<file path="config.mk">
export PLATFORM = sky130hd
export DESIGN_NAME = extended_smram_decode_control
export DESIGN_NICKNAME = d
export VERILOG_FILES = /design/src/rtl/esmd_pkg.sv /design/src/rtl/extended_smram_decode_control.sv
export VERILOG_INCLUDE_DIRS = /design/src /design/src/rtl
export SDC_FILE = /design/constraint.sdc
export NUM_CORES = 1
export LEC_CHECK = 0
export ABC_AREA = 1
export BUFFER_PORTS_ARGS = -buffer_cell sky130_fd_sc_hd__buf_2
export CORE_ASPECT_RATIO = 1.5
export CORE_MARGIN = 2
export CORE_UTILIZATION = 50
export CTS_CLUSTER_DIAMETER = 80
export DETAILED_ROUTE_END_ITERATION = 7
export PLACE_DENSITY = 0.88
export SYNTH_ARGS = -nofsm -noshare
export SYNTH_HDL_FRONTEND = slang
export SYNTH_SLANG_ARGS = --single-unit
</file>
<file path="constraint.sdc">
create_clock -name core_clk -period 7.4 [get_ports core_clk]
set_input_delay 1.11 -clock core_clk [delete_from_list [all_inputs] [get_ports core_clk]]
set_output_delay 1.11 -clock core_clk [all_outputs]
set_load 0.01 [all_outputs]
</file>
<file path="src/rtl/esmd_consts.svh">
// How it works
// - With global and high enables set, high window maps to DRAM A0000h-BFFFFh.
// - Non-management touch of high region or top segment, open clear, sets bit 6.
// - Bits 5, 4 and 3 always read one; writes never change them.
// - Enabled top segment is not claimed for normal accesses; forwarded to hub.
// - Top segment is management memory only with global enable and bit 0 set.
// - Once locked, bit 7, size field and segment enable ignore writes.
// - Control register sits at offset 9Eh and resets to 38h.
// - Global enable, bit 3 of neighbour register, gates remap and segment claim; segment enable alone still forwards the top segment to hub.
// - Lock comes in on mgmtConfigLock; this block never sets or clears it.
// - Open set with lock clear shows management DRAM outside management mode.
`ifndef ESMD_CONSTS_SVH
`define ESMD_CONSTS_SVH
`define ESMD_CTRL_OFS     8'h9E
`define ESMD_CTRL_RST     8'h38
`define ESMD_HIGH_RST     1'b0
`define ESMD_ERR_RST      1'b0
`define ESMD_SZ_RST       2'b00
`define ESMD_TEN_RST      1'b0
`define ESMD_HIGH_BIT     7
`define ESMD_ERR_BIT      6
`define ESMD_FIXED_MASK   8'h38
`define ESMD_SZ_HI        2
`define ESMD_SZ_LO        1
`define ESMD_TEN_BIT      0
`define ESMD_HIGH_BASE    32'hFEDA_0000
`define ESMD_HIGH_LAST    32'hFEDB_FFFF
`define ESMD_LEGACY_BASE  32'h000A_0000
`define ESMD_LEGACY_LAST  32'h000B_FFFF
`define ESMD_SZ_128K      32'h0002_0000
`define ESMD_SZ_256K      32'h0004_0000
`define ESMD_SZ_512K      32'h0008_0000
`define ESMD_SZ_1M        32'h0010_0000
`endif

</file>
<file path="src/rtl/esmd_pkg.sv">
package esmd_pkg;
	typedef logic [1:0] esmd_size_t;
endpackage

</file>
<file path="src/rtl/extended_smram_decode_control.sv">
`timescale 1ns/1ps
`include "esmd_consts.svh"
module extended_smram_decode_control
	import esmd_pkg::*;
(
	input  wire logic        core_clk,
	input  wire logic        nrst,
	input  wire logic        cfgWrEn,
	input  wire logic [7:0]  cfgAddr,
	input  wire logic [7:0]  cfgWrData,
	output logic      [7:0]  cfgRdData,
	input  wire logic        globalMgmtMemEnable,
	input  wire logic        mgmtConfigLock,
	input  wire logic        mgmtOpen,
	input  wire logic [31:0] topOfMemory,
	input  wire logic        hostValid,
	input  wire logic [31:0] hostAddr,
	input  wire logic        hostMgmtMode,
	output logic             dramClaim,
	output logic             hubForward,
	output logic      [31:0] dramAddr
);
	logic       highEnable_r, highEnable_nxt;
	logic       errFlag_r, errFlag_nxt;
	esmd_size_t segSize_r, segSize_nxt;
	logic       segEnable_r, segEnable_nxt;
	logic [31:0] segBytes, segBase;
	logic       inHigh, inSeg, highOn, segOn, mgmtSees, wrHit;

	assign wrHit = cfgWrEn && (cfgAddr == `ESMD_CTRL_OFS);

	always_comb
	begin
		unique case (segSize_r)
			2'b00: segBytes = `ESMD_SZ_128K;
			2'b01: segBytes = `ESMD_SZ_256K;
			2'b10: segBytes = `ESMD_SZ_512K;
			2'b11: segBytes = `ESMD_SZ_1M;
		endcase
	end
	assign segBase  = topOfMemory - segBytes;
	assign inHigh   = (hostAddr >= `ESMD_HIGH_BASE) && (hostAddr <= `ESMD_HIGH_LAST);
	assign inSeg    = (hostAddr >= segBase) && (hostAddr < topOfMemory);
	assign highOn   = globalMgmtMemEnable && highEnable_r;
	assign segOn    = globalMgmtMemEnable && segEnable_r;
	assign mgmtSees = hostMgmtMode || (mgmtOpen && !mgmtConfigLock);

	always_comb
	begin
		highEnable_nxt = highEnable_r;
		segSize_nxt    = segSize_r;
		segEnable_nxt  = segEnable_r;
		errFlag_nxt    = errFlag_r;
		if (wrHit && !mgmtConfigLock)
		begin
			highEnable_nxt = cfgWrData[`ESMD_HIGH_BIT];
			segSize_nxt    = cfgWrData[`ESMD_SZ_HI:`ESMD_SZ_LO];
			segEnable_nxt  = cfgWrData[`ESMD_TEN_BIT];
		end
		if (wrHit && cfgWrData[`ESMD_ERR_BIT])
		begin
			errFlag_nxt = 1'b0;
		end
		if (hostValid && !hostMgmtMode && !mgmtOpen
			&& ((highOn && inHigh) || (segOn && inSeg)))
		begin
			errFlag_nxt = 1'b1;
		end
	end

	always_ff @(posedge core_clk)
	begin
		if (!nrst)
		begin
			highEnable_r <= `ESMD_HIGH_RST;
			errFlag_r    <= `ESMD_ERR_RST;
			segSize_r    <= `ESMD_SZ_RST;
			segEnable_r  <= `ESMD_TEN_RST;
		end
		else
		begin
			highEnable_r <= highEnable_nxt;
			errFlag_r    <= errFlag_nxt;
			segSize_r    <= segSize_nxt;
			segEnable_r  <= segEnable_nxt;
		end
	end

	always_comb
	begin
		cfgRdData = 8'h00;
		if (cfgAddr == `ESMD_CTRL_OFS)
		begin
			cfgRdData = {highEnable_r, errFlag_r, 3'b000, segSize_r, segEnable_r}
				| `ESMD_FIXED_MASK;
		end
	end

	always_comb
	begin
		dramClaim  = 1'b0;
		hubForward = 1'b0;
		dramAddr   = hostAddr;
		if (hostValid)
		begin
			if (highOn && inHigh)
			begin
				dramClaim  = mgmtSees;
				hubForward = !mgmtSees;
				dramAddr   = `ESMD_LEGACY_BASE + (hostAddr - `ESMD_HIGH_BASE);
			end
			else if (segOn && inSeg)
			begin
				dramClaim  = mgmtSees;
				hubForward = !mgmtSees;
			end
			else if (segEnable_r && inSeg)
			begin
				hubForward = 1'b1;
			end
			else if (hostAddr < topOfMemory)
			begin
				dramClaim = 1'b1;
			end
			else
			begin
				hubForward = 1'b1;
			end
		end
	end

	a_err_sets: assert property (@(posedge core_clk) disable iff (!nrst)
		hostValid && !hostMgmtMode && !mgmtOpen && highOn && inHigh
		|=> errFlag_r)
		else $error("error flag not set");

	a_err_seg: assert property (@(posedge core_clk) disable iff (!nrst)
		hostValid && !hostMgmtMode && !mgmtOpen && segOn && inSeg
		|=> errFlag_r)
		else $error("error flag not set by segment access");

	a_err_cause: assert property (@(posedge core_clk) disable iff (!nrst)
		!errFlag_r && !(hostValid && !hostMgmtMode && !mgmtOpen)
		|=> !errFlag_r)
		else $error("error flag set without cause");

	a_err_clear: assert property (@(posedge core_clk) disable iff (!nrst)
		wrHit && cfgWrData[`ESMD_ERR_BIT] && !hostValid
		|=> !errFlag_r)
		else $error("error flag not cleared");

	a_zero_keeps: assert property (@(posedge core_clk) disable iff (!nrst)
		errFlag_r && !(wrHit && cfgWrData[`ESMD_ERR_BIT])
		|=> errFlag_r)
		else $error("error flag lost");

	a_fixed_ones: assert property (@(posedge core_clk) disable iff (!nrst)
		cfgAddr == `ESMD_CTRL_OFS
		|-> (cfgRdData & `ESMD_FIXED_MASK) == `ESMD_FIXED_MASK)
		else $error("fixed bits not one");

	a_read_other: assert property (@(posedge core_clk) disable iff (!nrst)
		cfgAddr != `ESMD_CTRL_OFS
		|-> cfgRdData == 8'h00)
		else $error("read outside register not zero");

	a_write_takes: assert property (@(posedge core_clk) disable iff (!nrst)
		wrHit && !mgmtConfigLock
		|=> highEnable_r == $past(cfgWrData[`ESMD_HIGH_BIT])
			&& segSize_r == $past(cfgWrData[`ESMD_SZ_HI:`ESMD_SZ_LO])
			&& segEnable_r == $past(cfgWrData[`ESMD_TEN_BIT]))
		else $error("unlocked write not taken");

	a_lock_holds: assert property (@(posedge core_clk) disable iff (!nrst)
		mgmtConfigLock && $past(mgmtConfigLock)
		|-> $stable({highEnable_r, segSize_r, segEnable_r}))
		else $error("locked field changed");

	a_high_remap: assert property (@(posedge core_clk) disable iff (!nrst)
		hostValid && highOn && inHigh && hostMgmtMode
		|-> dramClaim && dramAddr >= `ESMD_LEGACY_BASE && dramAddr <= `ESMD_LEGACY_LAST)
		else $error("high remap wrong");

	a_gate_global: assert property (@(posedge core_clk) disable iff (!nrst)
		!globalMgmtMemEnable && hostValid && inHigh
		|-> dramAddr == hostAddr)
		else $error("remap without global enable");

	a_open_visible: assert property (@(posedge core_clk) disable iff (!nrst)
		hostValid && highOn && inHigh && mgmtOpen && !mgmtConfigLock
		|-> dramClaim && !hubForward)
		else $error("open region not visible");

	a_lock_closes: assert property (@(posedge core_clk) disable iff (!nrst)
		hostValid && highOn && inHigh && !hostMgmtMode && mgmtConfigLock
		|-> hubForward && !dramClaim)
		else $error("locked region visible outside management mode");

	a_seg_visible: assert property (@(posedge core_clk) disable iff (!nrst)
		hostValid && segOn && inSeg && hostMgmtMode && !(highOn && inHigh)
		|-> dramClaim && dramAddr == hostAddr)
		else $error("segment not visible in management mode");

	a_seg_gate: assert property (@(posedge core_clk) disable iff (!nrst)
		hostValid && !globalMgmtMemEnable && segEnable_r && inSeg
		|-> hubForward && !dramClaim)
		else $error("segment visible without global enable");

	a_seg_hidden: assert property (@(posedge core_clk) disable iff (!nrst)
		hostValid && segEnable_r && inSeg && !(segOn && mgmtSees)
		|-> hubForward)
		else $error("segment claimed");

	a_seg_small: assert property (@(posedge core_clk) disable iff (!nrst)
		hostValid && segEnable_r && segSize_r == 2'b00 && !(highOn && inHigh)
			&& topOfMemory >= `ESMD_SZ_1M
			&& hostAddr == topOfMemory - `ESMD_SZ_128K - 32'h0000_0001
		|-> dramClaim && !hubForward)
		else $error("smallest segment too large");

	a_seg_large: assert property (@(posedge core_clk) disable iff (!nrst)
		hostValid && segEnable_r && segSize_r == 2'b11 && !(highOn && inHigh)
			&& !hostMgmtMode && !mgmtOpen && topOfMemory >= `ESMD_SZ_1M
			&& hostAddr == topOfMemory - `ESMD_SZ_1M
		|-> hubForward && !dramClaim)
		else $error("largest segment too small");

	a_fwd_above: assert property (@(posedge core_clk) disable iff (!nrst)
		hostValid && hostAddr >= topOfMemory && !(highOn && inHigh)
		|-> hubForward && !dramClaim)
		else $error("access above top of memory claimed");

	a_claim_excl: assert property (@(posedge core_clk) disable iff (!nrst)
		!(dramClaim && hubForward))
		else $error("claimed and forwarded at once");

	a_idle_quiet: assert property (@(posedge core_clk) disable iff (!nrst)
		!hostValid |-> !dramClaim && !hubForward)
		else $error("decode active without access");
endmodule

</file>
==> metrics.txt <==
outcome complete, no violations; vias in the first global route 2,735; Post-Synth Adder-Cell Area 0.291; die area 5280 um^2; Layout area overhead 25.1%; Flop pwr share 0.127; Crit Path Class in2out; r2r setup slk 3.78 ns; Root Driver clkbuf_8; fmax 176 MHz; insertion delay to the later sink of the worst-skew pair 0.22 ns; Post-Syn Area 2350 um^2; Core Util, Final 0.647; FP Rows 30; via count 2,757; Synth Flop Type dfxtp_1; reg2reg end errFlag_r; Post-DRT Antenna Nets 0; Hold Buf Count CTS 0; Layout Skew 0.00214 ns; Syn Area/Cell 6.20 um^2; vias per inst 5.00; FF-to-FF Start segSize_r[0]; power share of the clock group 0.239; Peak VDD IR 0.0000961 V; Yosys top cell area share 0.282; mux contribution to synthesized area 0; Setup Buffers After CTS 0; RSZ-0062 raised after global routing false; Core ar. 4540 um^2; final worst path period need 5.68 ns; All-Layer GR Usage 0.244; Congestion Overflow GR 0; dpl hpwl 5.64 mm; drc violations 0; die width 60.0 um; CTS tree built; setup_tns 0 ns; final hold violations 0; DRT Wirelength 6.26 mm; Num Clock Sinks 5; htree depth 1; Worst Path Max Fanout 2; Sw Ratio 0.422; Setup crit start kind input port; top-count cell post-synth nand2_1; routability cong. 0.833; max_cap viols 0; data arrival time of the critical path 4.57 ns; Slew Limit Headroom 0.805; iteration-0 DRC count of the detailed router 60; drt pass-1 iters 4; number of CTS-inserted buffers 3; P_sw 0.0904 mW; Mapped Nets 521; layout cells sized above 1 0.300; starting density of the core 0.517; n_diodes 0; Final Worst Setup Slack 1.72 ns; Synth area leader ha_1; Hold Path Depth 2; EDFF count, synth 0; P_int 0.124 mW; Port Buffer Count 126; Gate power share 0.634; synth warn 0; Slew Limit Fails 0; worst-case clock buffer depth 2; fin crit share 0.767; Distinct cells, synth 34; final setup violating endpoints 0; Leak Pwr 1.85 nW; main combinational cell family by area after synthesis simple AND/OR/NAND/NOR gates; Pwr per Cell Area 72.9 nW/um^2; largest net degree at the start of global routing 7; Post-Syn Instances 379; IO Count 130; number of gates resized after CTS 0; Synth Area in Simple Gates 0.325; Hold Path Class reg2reg; Worst EP required 6.29 ns; drt wl/cell 11.4 um; Worst Setup EP dramClaim; initial antenna violation count 0; worst slack, placed 1.79 ns; Compound-Gate Fraction of Synth Area 0.100; FFs w/ async S/R, synth 0; Seq/Total Area, Yosys 0.0426; chip height 88.0 um; synth cell count leaders nand2_1, inv_1, ha_1; Total Nets Final 630; worst r2r path cells 25; slew at the pin closest to its max-slew limit 0.289 ns; Setup crit end kind output port; number of synthesized register bits 5; XOR/XNOR Fraction of Synth Area 0.0485; CTS clk-pin slew, worst paths 0.04 ns; Critical Path Source topOfMemory[17]; largest cells by area after synthesis ha_1, nand2_1, inv_1; first-pass GRT wire length 10.3 mm
==> stage by stage <==
step	hold WS [ns]	instances	instance area, um^2	power [mW]
2_1_floorplan	0.438	379	2350	0.113
3_3_place_gp	0.453	547	2900	0.158
3_5_place_dp	0.459	547	2900	0.163
4_1_cts	0.465	551	2940	0.216
5_1_grt	0.487	551	2940	0.237
6_report	0.469	551	2940	0.214
==> cells by family after synthesis <==
family / count (synthesis)
compound gates: 42
xor+xnor: 13
fa+ha+maj: 54
buf+inv: 99
flops: 5
simple gates: 166
==> final cells by class <==
| class | instances | area, um^2 |
|---|---|---|
| clock buffer | 4 | 45.0 |
| inverter | 77 | 289 |
| fill | 431 | 1600 |
| tap | 64 | 80.1 |
| multi-input combinational | 275 | 1800 |
| sequential | 5 | 100 |
| timing repair buffer | 126 | 631 |
==> worst max-delay path: stages <==
cell     delay (ns)
buf_2          0.09
inv_1          0.07
ha_1           0.15
inv_1          0.07
fa_1           0.41
nand2_1        0.09
nand2_1        0.09
a21oi_2        0.20
nand2_2        0.10
nor3_4         0.17
nand2_2        0.11
nor3_4         0.16
nand3_2        0.08
xor2_1         0.14
inv_1          0.06
ha_1           0.29
nand2_1        0.07
nor2_1         0.13
nand2_1        0.08
nor2_1         0.13
nand2_1        0.07
nand3_1        0.12
nand3_1        0.10
nand2_1        0.10
nand2_1        0.07
a21oi_1        0.16
buf_2          0.16
==> worst min-delay path by stage <==
stage	slack [ns]	to	startpoint
floorplan	0.44	errFlag_r	errFlag_r
global route	0.49	errFlag_r	errFlag_r
CTS	0.47	errFlag_r	errFlag_r
global placement	0.45	errFlag_r	errFlag_r
finish	0.47	errFlag_r	errFlag_r
detailed placement	0.46	errFlag_r	errFlag_r
==> layer usage <==
layer / GRT usage / routed length, um
met1: 0.232 / 2230
met2: 0.499 / 3480
met3: 0.0222 / 320
met4: 0.101 / 221
met5: 0 / 0
==> power by group through the flow <==
stage	registers, mW	logic (mW)	clock network [mW]
global placement	0.0276	0.130	0
global route	0.0272	0.157	0.0529
finish	0.0272	0.136	0.0512
CTS	0.0272	0.137	0.0518
detailed placement	0.0276	0.136	0
floorplan	0.0276	0.0850	0
==> placed cells by master (no fill, tap or decap), types with 2 or more instances in the layout <==
| cell type | netlist | layout |
|---|---|---|
| nor3_4 | 3 | 3 |
| a21o_1 | 2 | 2 |
| dfxtp_1 | 5 | 5 |
| buf_2 | 0 | 126 |
| nor4_1 | 2 | 2 |
| nand4_2 | 2 | 2 |
| o21ai_1 | 6 | 6 |
| clkbuf_8 | 0 | 3 |
| nand4_1 | 8 | 8 |
| nor2_1 | 32 | 32 |
| o21ai_0 | 3 | 3 |
| ha_1 | 53 | 53 |
| xor2_1 | 12 | 12 |
| inv_2 | 4 | 4 |
| nor3_1 | 7 | 7 |
| nand2_2 | 3 | 3 |
| inv_1 | 72 | 72 |
| o21a_1 | 2 | 2 |
| a21oi_1 | 24 | 24 |
| nand2_1 | 91 | 91 |
| o21bai_1 | 2 | 2 |
| nand3_1 | 11 | 11 |
==> sequential cells by signal, indices dropped and copies added (netlist names) <==
name,count
errFlag_r,1
segSize_r,2
segEnable_r,1
highEnable_r,1
(Power assumes the default switching activity.)
